## src/spi_port_defines.vh

```
// Purpose: shared constants for the serial slave port
// Assumes: included by its bare name
// Notes:   frame layout and counts
`ifndef SPI_PORT_DEFINES_VH
`define SPI_PORT_DEFINES_VH
`define FRAME_BITS      16
`define CNT_W           5
`define ADDR_LSB        0
`define ADDR_MSB        6
`define SEL_BIT         7
`define DATA_LSB        8
`define DATA_MSB        15
`define ERR_BIT         15
`define CNT_ZERO        5'h0
`define FIFO_DEPTH      4
`define FIFO_AW         2
`define CNT_MAX         5'h1f
`define SYNC_PINS       3
`define PIN_SEL         2
`define PIN_CLK         1
`define PIN_DIN         0
`define PIN_IDLE        3'h4
`endif

```

## src/word_fifo.v

```verilog
// Purpose: small first-in first-out buffer for received words
// Assumes: single clock, synchronous active-high reset
// Notes:   honest full and empty, no write when full, no read when empty
`timescale 1ns/100ps
`default_nettype none
module word_fifo #(
  parameter WIDTH = 16,
  parameter DEPTH = 4,
  parameter AW    = 2
) (
  input  wire             ref_clk,
  input  wire             rst,
  input  wire [WIDTH-1:0] in_data,
  input  wire             in_valid,
  output wire             in_ready,
  output wire [WIDTH-1:0] out_data,
  output wire             out_valid,
  input  wire             out_ready
);
  // ---------------------------------------------------------------
  // storage and pointers
  // ---------------------------------------------------------------
  reg [WIDTH-1:0] mem [0:DEPTH-1];
  reg [AW-1:0]    wr_ptr_ff;
  reg [AW-1:0]    rd_ptr_ff;
  reg [AW:0]      count_ff;
  wire            push;
  wire            pop;

  // handshakes
  assign in_ready  = (count_ff != DEPTH[AW:0]);
  assign out_valid = (count_ff != {(AW+1){1'b0}});
  assign out_data  = mem[rd_ptr_ff];
  assign push      = in_valid & in_ready;
  assign pop       = out_valid & out_ready;

  // pointer wrap assumes depth is a power of two
  always @(posedge ref_clk) begin
    if (rst) begin
      wr_ptr_ff <= {AW{1'b0}};
      rd_ptr_ff <= {AW{1'b0}};
      count_ff  <= {(AW+1){1'b0}};
    end else begin
      if (push) begin
        wr_ptr_ff <= wr_ptr_ff + 1'b1;
      end
      if (pop) begin
        rd_ptr_ff <= rd_ptr_ff + 1'b1;
      end
      if (push && !pop) begin
        count_ff <= count_ff + 1'b1;
      end else if (pop && !push) begin
        count_ff <= count_ff - 1'b1;
      end
    end
  end

  // memory write, no reset needed on data
  always @(posedge ref_clk) begin
    if (push) begin
      mem[wr_ptr_ff] <= in_data;
    end
  end
endmodule // word_fifo
`default_nettype wire

```

## src/spi_slave_port.v

```verilog
// Purpose: 16-bit serial slave port, oversampling the master's clock
// Assumes: ref_clk much faster than serial clock; pins are asynchronous
// Notes:   received words leave through a 4-word buffer after select rises
//
// Operation
// - one frame moves sixteen bits from master on serial input, master clocked.
// - falling select marks the start of a new frame.
// - received word is acted on only after select returns high.
// - serial output goes high impedance while select is high.
// - serial input sampled into receive shift register on each falling clock.
// - transmit register advances and drives next bit after each rising clock.
// - no pass-through of input bits; output carries only own response.
// - clock counts other than zero or sixteen discard word, flag next response.
// - word splits into address 6..0, selector bit 7, data 15..8.
// - frames received during restart are ignored, not interpreted.
`timescale 1ns/100ps
`default_nettype none
`include "spi_port_defines.vh"
module spi_slave_port #(
  parameter FRAME_BITS = `FRAME_BITS,
  parameter DEPTH      = `FIFO_DEPTH
) (
  input  wire        ref_clk,
  input  wire        rst,
  input  wire        select_n,
  input  wire        serial_clk,
  input  wire        serial_input,
  output reg         serial_output,
  output reg         serial_output_en_n,
  input  wire        restart_active,
  input  wire [15:0] response_word,
  output wire        response_load,
  output wire [6:0]  cmd_addr,
  output wire        cmd_sel,
  output wire [7:0]  cmd_data,
  output wire        cmd_valid,
  input  wire        cmd_ready,
  output reg         err_flag_ff,
  output reg         overflow_ff
);
  // ---------------------------------------------------------------
  // pin synchronisers
  // ---------------------------------------------------------------
  // the three pins share one loop; each bit has its own pair of flops
  wire [`SYNC_PINS-1:0] pin_raw;
  wire [`SYNC_PINS-1:0] pin_idle;
  wire [`SYNC_PINS-1:0] pin_sync;
  reg                   sel_d_ff;
  reg                   clk_d_ff;
  genvar                g;

  // pins gathered into one bus for the loop below
  assign pin_raw[`PIN_SEL] = select_n;
  assign pin_raw[`PIN_CLK] = serial_clk;
  assign pin_raw[`PIN_DIN] = serial_input;
  // reset to the idle levels, so no false edge follows reset
  assign pin_idle          = `PIN_IDLE;

  // two stages per pin; only the second stage is read by logic
  generate
    for (g = 0; g < `SYNC_PINS; g = g + 1) begin : g_sync
      reg first_ff;
      reg second_ff;
      always @(posedge ref_clk) begin
        if (rst) begin
          first_ff  <= pin_idle[g];
          second_ff <= pin_idle[g];
        end else begin
          first_ff  <= pin_raw[g];
          second_ff <= first_ff;
        end
      end
      assign pin_sync[g] = second_ff;
    end
  endgenerate

  // a third stage of select and clock gives the old level for edges;
  // it costs a cycle of latency but keeps the edge pulses glitch free
  always @(posedge ref_clk) begin
    if (rst) begin
      sel_d_ff <= pin_idle[`PIN_SEL];
      clk_d_ff <= pin_idle[`PIN_CLK];
    end else begin
      sel_d_ff <= pin_sync[`PIN_SEL];
      clk_d_ff <= pin_sync[`PIN_CLK];
    end
  end

  // ---------------------------------------------------------------
  // edge detection
  // ---------------------------------------------------------------
  wire sel_s     = pin_sync[`PIN_SEL];
  wire clk_s     = pin_sync[`PIN_CLK];
  wire din_s     = pin_sync[`PIN_DIN];
  // edges are one-cycle pulses; clock edges count only while selected
  wire sel_fall  = sel_d_ff & ~sel_s;
  wire sel_rise  = ~sel_d_ff & sel_s;
  wire active    = ~sel_s;
  wire clk_fall  = active & clk_d_ff & ~clk_s;
  wire clk_rise  = active & ~clk_d_ff & clk_s;

  // ---------------------------------------------------------------
  // receive path
  // ---------------------------------------------------------------
  reg [FRAME_BITS-1:0] rx_shift_ff;
  reg [`CNT_W-1:0]     bit_cnt_ff;
  reg                  restart_seen_ff;
  reg                  clk_high_edge_ff;

  // lsb arrives first; shifting toward lsb puts the first bit at bit 0
  always @(posedge ref_clk) begin
    if (rst) begin
      rx_shift_ff      <= {FRAME_BITS{1'b0}};
      bit_cnt_ff       <= `CNT_ZERO;
      restart_seen_ff  <= 1'b0;
      clk_high_edge_ff <= 1'b0;
    end else if (sel_s) begin
      bit_cnt_ff       <= `CNT_ZERO;
      restart_seen_ff  <= restart_active;
      clk_high_edge_ff <= 1'b0;
    end else begin
      if (clk_fall) begin
        rx_shift_ff <= {din_s, rx_shift_ff[FRAME_BITS-1:1]};
        // saturate, so a runaway frame cannot wrap back to a legal count
        if (bit_cnt_ff != `CNT_MAX) begin
          bit_cnt_ff <= bit_cnt_ff + 1'b1;
        end
      end
      if (restart_active) begin
        restart_seen_ff <= 1'b1;
      end
      if (sel_fall && clk_s) begin
        clk_high_edge_ff <= 1'b1;
      end
    end
  end

  // ---------------------------------------------------------------
  // frame end: check, then hand over
  // ---------------------------------------------------------------
  wire count_ok   = (bit_cnt_ff == FRAME_BITS[`CNT_W-1:0]);
  wire count_zero = (bit_cnt_ff == `CNT_ZERO);
  // a clock standing high at either select edge spoils the frame
  wire frame_bad  = ~(count_ok | count_zero) | clk_high_edge_ff | clk_s;
  wire any_clocks = ~count_zero;
  wire fifo_in_ready;
  wire [FRAME_BITS-1:0] fifo_word;
  // restart at either end or anywhere between drops the word unread
  wire push_word  = sel_rise & count_ok & ~frame_bad & ~restart_seen_ff
                    & ~restart_active;

  // error is shown at the start of the next frame, then cleared
  // an error that lands on the clearing edge wins over the clear
  always @(posedge ref_clk) begin
    if (rst) begin
      err_flag_ff <= 1'b0;
      overflow_ff <= 1'b0;
    end else begin
      if (sel_rise && (frame_bad || (restart_seen_ff && any_clocks))) begin
        err_flag_ff <= 1'b1;
      end else if (sel_rise) begin
        err_flag_ff <= 1'b0;
      end
      if (push_word && !fifo_in_ready) begin
        overflow_ff <= 1'b1;
      end
    end
  end

  // a full buffer drops the new word; overflow stays set until reset
  word_fifo #(
    .WIDTH (FRAME_BITS),
    .DEPTH (DEPTH),
    .AW    (`FIFO_AW)
  ) u_fifo (
    .ref_clk   (ref_clk),
    .rst       (rst),
    .in_data   (rx_shift_ff),
    .in_valid  (push_word),
    .in_ready  (fifo_in_ready),
    .out_data  (fifo_word),
    .out_valid (cmd_valid),
    .out_ready (cmd_ready)
  );

  // field split of the buffered word; fields stand until it is popped
  assign cmd_addr = fifo_word[`ADDR_MSB:`ADDR_LSB];
  assign cmd_sel  = fifo_word[`SEL_BIT];
  assign cmd_data = fifo_word[`DATA_MSB:`DATA_LSB];

  // ---------------------------------------------------------------
  // transmit path
  // ---------------------------------------------------------------
  reg [FRAME_BITS-1:0] tx_shift_ff;

  // response captured at select fall; the error flag is ORed into its bit 0, the first bit out
  assign response_load = sel_fall;

  // output holds only our own response, never the received stream
  always @(posedge ref_clk) begin
    if (rst) begin
      tx_shift_ff        <= {FRAME_BITS{1'b0}};
      serial_output      <= 1'b0;
      serial_output_en_n <= 1'b1;
    end else if (sel_s) begin
      serial_output_en_n <= 1'b1;
      serial_output      <= 1'b0;
    end else if (sel_fall) begin
      // first bit leaves at select fall, before any clock rise
      tx_shift_ff        <= {1'b0, response_word[FRAME_BITS-1:1]};
      serial_output      <= restart_active | err_flag_ff | response_word[0];
      serial_output_en_n <= 1'b0;
    end else if (clk_rise) begin
      tx_shift_ff   <= {1'b0, tx_shift_ff[FRAME_BITS-1:1]};
      serial_output <= restart_active | tx_shift_ff[0];
    end else if (restart_active) begin
      // restart holds the line high, so the master sees a dead frame
      serial_output <= 1'b1;
    end
  end
endmodule // spi_slave_port
`default_nettype wire

```

## config.mk

```make
export PLATFORM = sky130hd
export DESIGN_NAME = spi_slave_port
export DESIGN_NICKNAME = d
export VERILOG_FILES = /design/src/word_fifo.v /design/src/spi_slave_port.v
export VERILOG_INCLUDE_DIRS = /design/src
export SDC_FILE = /design/constraint.sdc
export NUM_CORES = 1
export LEC_CHECK = 0
export BUFFER_PORTS_ARGS = -buffer_cell sky130_fd_sc_hd__buf_2
export CORE_ASPECT_RATIO = 0.7
export CORE_MARGIN = 5
export CORE_UTILIZATION = 63
export CTS_CLUSTER_SIZE = 8
export DETAILED_ROUTE_END_ITERATION = 12
export PLACE_DENSITY = 0.84
export SYNTH_ARGS = -nofsm -noshare
export SYNTH_HDL_FRONTEND = slang
export SYNTH_HIERARCHICAL = 1
export SYNTH_SLANG_ARGS = --single-unit
```

## constraint.sdc

```tcl
create_clock -name ref_clk -period 5.6 [get_ports ref_clk]
set_input_delay 0.28 -clock ref_clk [delete_from_list [all_inputs] [get_ports ref_clk]]
set_output_delay 0.28 -clock ref_clk [all_outputs]
set_load 0.005 [all_outputs]
```

**After elaboration in Yosys (flattened, before gate mapping)**

Memories as Yosys holds them, arrays and structs flattened. A register that Yosys moved wholly into a read port is not among the register bits.
Cells that the tools add are included.
Widths: inputs -> output; s select.

- Equal/unequal tests: 3
- Add/subtract/negate cells: 5
- Bitwise logic cells: 27
- Reduce and logical (&&, ||, !) cells: 21
- Mux-type cells: 14

Operators by type and width:

| operator | count |
|---|---|
| $mux 16 | 2 |
| $and 1x1->1 | 12 |
| $not 1->1 | 9 |
| $mux 1 | 8 |
| $reduce_bool 2->1 | 4 |
| $logic_and 1x1->1 | 6 |
| $mux 3 | 2 |
| $or 1x1->1 | 6 |
| $reduce_and 2->1 | 3 |
| $reduce_bool 3->1 | 2 |
| $add 5x1->5 const B | 1 |
| $eq 5x5->1 const B | 1 |
| $logic_not 5->1 | 1 |
| $ne 5x5->1 const B | 1 |
| $add 2x1->2 const B | 2 |
| $mux 2 | 2 |
| $add 3x1->3 const B | 1 |
| $logic_not 1->1 | 3 |
| $ne 3x3->1 const B | 1 |
| $sub 3x1->3 const B | 1 |
| $reduce_or 2->1 | 1 |
| $logic_or 1x1->1 | 1 |

- Register bits: 58
- RAM bits: 64
- Output and inout bits: 22
- Memories: 1
- Bits of input ports: 23
- Word-level logic and storage cells: 91

Memories:

| memory | words | bits a word | read ports | clocked after memory_dff | write ports | line | RTL |
|---|---|---|---|---|---|---|---|
| u_fifo.mem | 4 | 16 | 1 | 1 | 1 | word_fifo.v:23 | `reg [WIDTH-1:0] mem [0:DEPTH-1];` |

**Depth between registers and ports, before layout**

- Depth in word-level cells: 14
- Gate-level depth with buffers: 11
- Gate-level depth less buffers: 11

**Hierarchy**

The synthesis kept the hierarchy.

By module, submodules not included:

| module | cells each | area each (µm²) | times used |
|---|---|---|---|
| word_fifo | 132 | 2824.0 | 1 |
| spi_slave_port | 231 | 2073.2 | 1 |

**Least setup slack after synthesis**

Ideal clock, no wire load.

- Kind: reg-to-reg
- Start point: register g_sync[2].second_ff
- End point: register u_fifo.count_ff[2]
- Path buffers: 1
- Path slack: 3.154 ns
- Data arrival time: 2.375 ns
- Required time: 5.530 ns
- Cell stages (with the launch flop): 12
- Path through: dfxtp_1 -> buf_2 -> nor2b_1 -> nand4b_1 -> nor2_1 -> a21boi_4 -> ha_1 -> inv_1 -> fa_1 -> xor2_1 -> or3_1 -> a21oi_1

- Word-level cells in the longest chain between the ends: 9
- Elaborated cells between the ends (all ways): 11
- Those cells by class: 1 x mux; 6 x bitwise; 4 x reduce/logical

RTL lines:

| item | line | RTL |
|---|---|---|
| start, declared | spi_slave_port.v:63 | `reg second_ff;` |
| start signal, assigned | spi_slave_port.v:67 | `second_ff <= pin_idle[g];` |
| start signal, assigned | spi_slave_port.v:70 | `second_ff <= first_ff;` |
| $and 1x1->1 * | spi_slave_port.v:97 | `wire sel_rise = ~sel_d_ff & sel_s;` |
| $and 1x1->1 * (3 in a row) | spi_slave_port.v:149 | `wire push_word = sel_rise & count_ok & ~frame_bad & ~restart_seen_ff` |
| $and 1x1->1 * | spi_slave_port.v:150 | `& ~restart_active;` |
| net push_word | spi_slave_port.v:149 |  |
| $and 1x1->1 * | word_fifo.v:34 | `assign push = in_valid & in_ready;` |
| net u_fifo.push | word_fifo.v:27 | `wire push;` |
| $logic_not 1->1 | word_fifo.v:52 | `end else if (pop && !push) begin` |
| $logic_and 1x1->1 | word_fifo.v:52 |  |
| $reduce_bool 2->1 (no line) | -- |  |
| end signal, assigned | word_fifo.v:42 | `count_ff <= {(AW+1){1'b0}};` |
| end signal, assigned | word_fifo.v:51 | `count_ff <= count_ff + 1'b1;` |
| end signal, assigned | word_fifo.v:53 | `count_ff <= count_ff - 1'b1;` |
| end, declared | word_fifo.v:26 | `reg [AW:0] count_ff;` |

Mark *: on every way through the listed nets, which the timed path passes. The rest lies on a longest branch.
A chain may end at the register's enable or synchronous reset.

**Final worst setup path**

Ends and elaborated chain as after synthesis.

==> metrics.md <==
| Metric | Value |
|---|---|
| Core Region | `7417 um^2` |
| P_sw | `544.4 uW` |
| Async S/R FF share, synth | `0%` |
| Port Buffer Count | `44` |
| CP bufs+invs | `1` |
| Tcrit/Tclk final | `58.17%` |
| Final Critical Period | `3.257 ns` |
| Clock Root Buffer | `clkbuf_8` |
| ANT cells | `0` |
| Cell Rows | `26` |
| Setup Buffers After CTS | `0` |
| First-pass GRT wire length | `18.57 mm` |
| Worst Path Required | `6.03 ns` |
| GR Util All Layers | `25.94%` |
| Die height | `83.77 um` |
| RSZ-0062 raised after global routing | `false` |
| Crit-path slowest cell | `dfxtp_1` |
| Routed via count | `3282` |
| H-tree depth | `4` |
| Slew @ Worst Pin | `1.256 ns` |
| Gate Count Post-Synth | `363` |
| Remaining antenna violation count after routing | `0` |
| Critical path peak fanout | `23` |
| Area grow syn2layout | `18.32%` |
| Wirelength per Cell | `22.53 um` |
| CP delay by family, top | `simple AND/OR/NAND/NOR gates` |
| Top_reg_cell synth | `edfxtp_1` |
| Inserted Clock Buffers | `17` |
| IR drop worst, VDD | `0.2976 mV` |
| Critical Path Max Stage Delay | `0.85 ns` |
| Power Dens Cells | `413.2 nW/um^2` |
| YS warnings | `6` |
| Outcome | `finished, final reports clean` |
| Share of layout cells above drive strength 1 | `21.75%` |
| Clock sink count | `123` |
| Comb power frac | `8.8%` |
| Cell leakage power | `0.002103 uW` |
| Total power | `2394 uW` |
| Register Area | `3103 um^2` |
| Mean area per synthesized cell | `13.49 um^2` |
| TritonRoute pass-1 iters | `5` |
| Fin nets | `442` |
| Clock Path Buffers | `2` |
| Fin. max-slew vios | `0` |
| Skew-Pair Late Insertion Delay | `0.52 ns` |
| Synth area leaders | `edfxtp_1 (39%), dfxtp_1 (24%), mux4_2 (4.6%)` |
| Register share of total power | `42.7%` |
| Die area | `9665 um^2` |
| Reg2Reg Setup Slack | `2.34 ns` |
| Worst min-delay path class | `input port to flop` |
| Dpl ws | `2.637 ns` |
| Setup Crit Path Kind | `flop to flop` |
| Startpoint types | `flop` |
| Library cells used by synthesis | `44` |
| Routability cong. | `0.7879` |
| Finished Layout Cells | `521` |
| Max-Cap Viols | `0` |
| Sequential share of the synthesized area | `63.36%` |
| Die Wd | `115.4 um` |
| Post-Place Cells | `485` |
| Starting Density | `66.03%` |
| Worst slew margin | `16.29%` |
| TNS Setup | `0 ns` |
| #FFs+latches synth | `123` |
| Clock Skew | `0.008986 ns` |
| Iteration-0 DRC Markers | `287` |
| Share of the synthesized area in the top cell type | `39.24%` |
| DRT Wirelength | `11.74 mm` |
| Crit end category | `flop` |
| WHS | `0.05947 ns` |
| Number of enable flip-flop cells after synthesis | `64` |
| Gr ovfl total | `0` |
| Pin count of the biggest net entering global routing | `39` |
| Setup WS post-layout | `2.343 ns` |
| Multi-input logic area | `1653 um^2` |
| # IOs | `45` |
| Syn nets | `395` |
| Initial antenna violation count | `0` |
| CTS tree | `built` |
| Vias in the first global route | `3375` |
| Achievable frequency | `307.0 MHz` |
| Fill count | `394` |
| Detailed Place HPWL | `5.860 mm` |
| Worst path arrival time | `3.68 ns` |
| CP cell instances | `nor2b_1 > nand4b_1 > nor2_1 > a21boi_4 > ha_1 > inv_1 > fa_1 > xor2_1 > or3_1 > a21oi_1` |
| Final Setup Violations | `0` |
| Mapped Area | `4897 um^2` |
| Final Hold Vio Count | `0` |
| Int Pwr | `1850 uW` |
| Clock power frac | `48.5%` |
| Net Sw Frac | `22.73%` |
| Residual DRC count | `0` |
| Biggest area consumer among synthesized cells | `edfxtp_1` |
| Via density per instance | `6.299` |
| Worst-path clk slew | `0.06 ns` |
## synthesized netlist by cell type, drive strengths merged, types with 3 or more instances
master	n
edfxtp	64
dfxtp	59
nand2	39
a21oi	38
mux2i	17
nand2b	17
mux4	16
o311ai	15
nor2	13
buf	11
clkbuf	9
ha	8
inv	8
nor2b	8
and2	5
o21ai	4
xor2	4
or3	3
or3b	3
## flip-flops by register name, indices dropped and copies added (netlist names), named ones only
signal	count
rx_shift_ff	16
bit_cnt_ff	5
clk_high_edge_ff	1
overflow_ff	1
serial_output	1
u_fifo/count_ff	3
serial_output_en_n	1
din_s	1
g_sync.first_ff	3
g_sync.second_ff	1
clk_s	1
u_fifo/mem	64
clk_d_ff	1
restart_seen_ff	1
err_flag_ff	1
tx_shift_ff	15
sel_d_ff	1
u_fifo/rd_ptr_ff	2
u_fifo/wr_ptr_ff	2
## final cells by class
type / instances / share of cell area, %
well taps: 98 / 2.116
inverters: 9 / 0.5830
clock inverters: 12 / 3.390
flip-flops and latches: 123 / 53.55
clock buffers: 20 / 7.342
multi-input cells: 211 / 28.53
repair buffers: 48 / 4.491
## worst register-to-register path, stage by stage, from the launching register on
cell      delay (ns)
dfxtp_1         0.85
nor2b_1         0.30
nand4b_1        0.21
nor2_1          0.16
a21boi_4        0.30
ha_1            0.25
inv_1           0.07
fa_1            0.37
xor2_1          0.17
or3_1           0.31
a21oi_1         0.18
## cells in the final DEF, fill, tap and decap left out, drive strengths merged, types with 8 or more instances in the layout
master	netlist	final
nor2	13	13
edfxtp	64	64
nand2b	17	17
buf	11	44
inv	8	8
a21oi	38	38
ha	8	8
mux2i	17	17
o311ai	15	15
clkbuf	9	20
dfxtp	59	59
mux4	16	16
nand2	39	39
nor2b	8	8
## cells by family (layout without fill, tap and decap cells)
group	Yosys count	count (layout)	synth area share, %
xor gates and xnor gates	5	5	0.8942
adders and majority gates	9	9	2.453
muxes	34	34	11.52
AOI/OAI and AO/OA	65	65	8.636
DFF	123	123	63.36
buffers and inverters	29	89	2.938
and+or+nand+nor	98	98	10.19
## power by group through the flow
| stage | logic [uW] | clock network [uW] | registers [uW] |
|---|---|---|---|
| 2_1_floorplan | 181 | 0 | 1000 |
| 3_3_place_gp | 195 | 0 | 1040 |
| 3_5_place_dp | 202 | 0 | 1040 |
| 5_1_grt | 231 | 1210 | 1030 |
| 4_1_cts | 212 | 1160 | 1020 |
| 6_report | 212 | 1160 | 1020 |
## worst paths after layout
path                       start                   to  cells after the start
max          g_sync[2].second_ff   u_fifo/count_ff[2]                     10
min             response_word[6]       tx_shift_ff[5]                      3
min reg2reg   g_sync[2].first_ff  g_sync[2].second_ff                      1
max reg2reg  g_sync[2].second_ff   u_fifo/count_ff[2]                     10
## timing repair
| action | CTS | global route |
|---|---|---|
| resized for setup | 0 | 0 |
| hold buffers | 4 | 0 |
| hold endpoints to repair | 4 | 0 |
## through the flow
step | util (%) | area (um^2)
after floorplan | - | 4897
final | 78.12 | 5794
after global placement | 69.20 | 5132
after global routing | 78.12 | 5794
after CTS | 78.12 | 5794
after detailed placement | 69.20 | 5132
## layer usage
layer / GRT usage [%] / wire, um / share of wire [%] / vias up
met5: 0 / 0 / 0 / -
met3: 5.942 / 972 / 8.3 / 49
li1: - / - / - / 1442
met4: 12.58 / 419 / 3.6 / 0
met2: 41.91 / 5804 / 49 / 195
met1: 32.90 / 4539 / 39 / 1596
No activity file was read; power rests on OpenSTA's default activity.
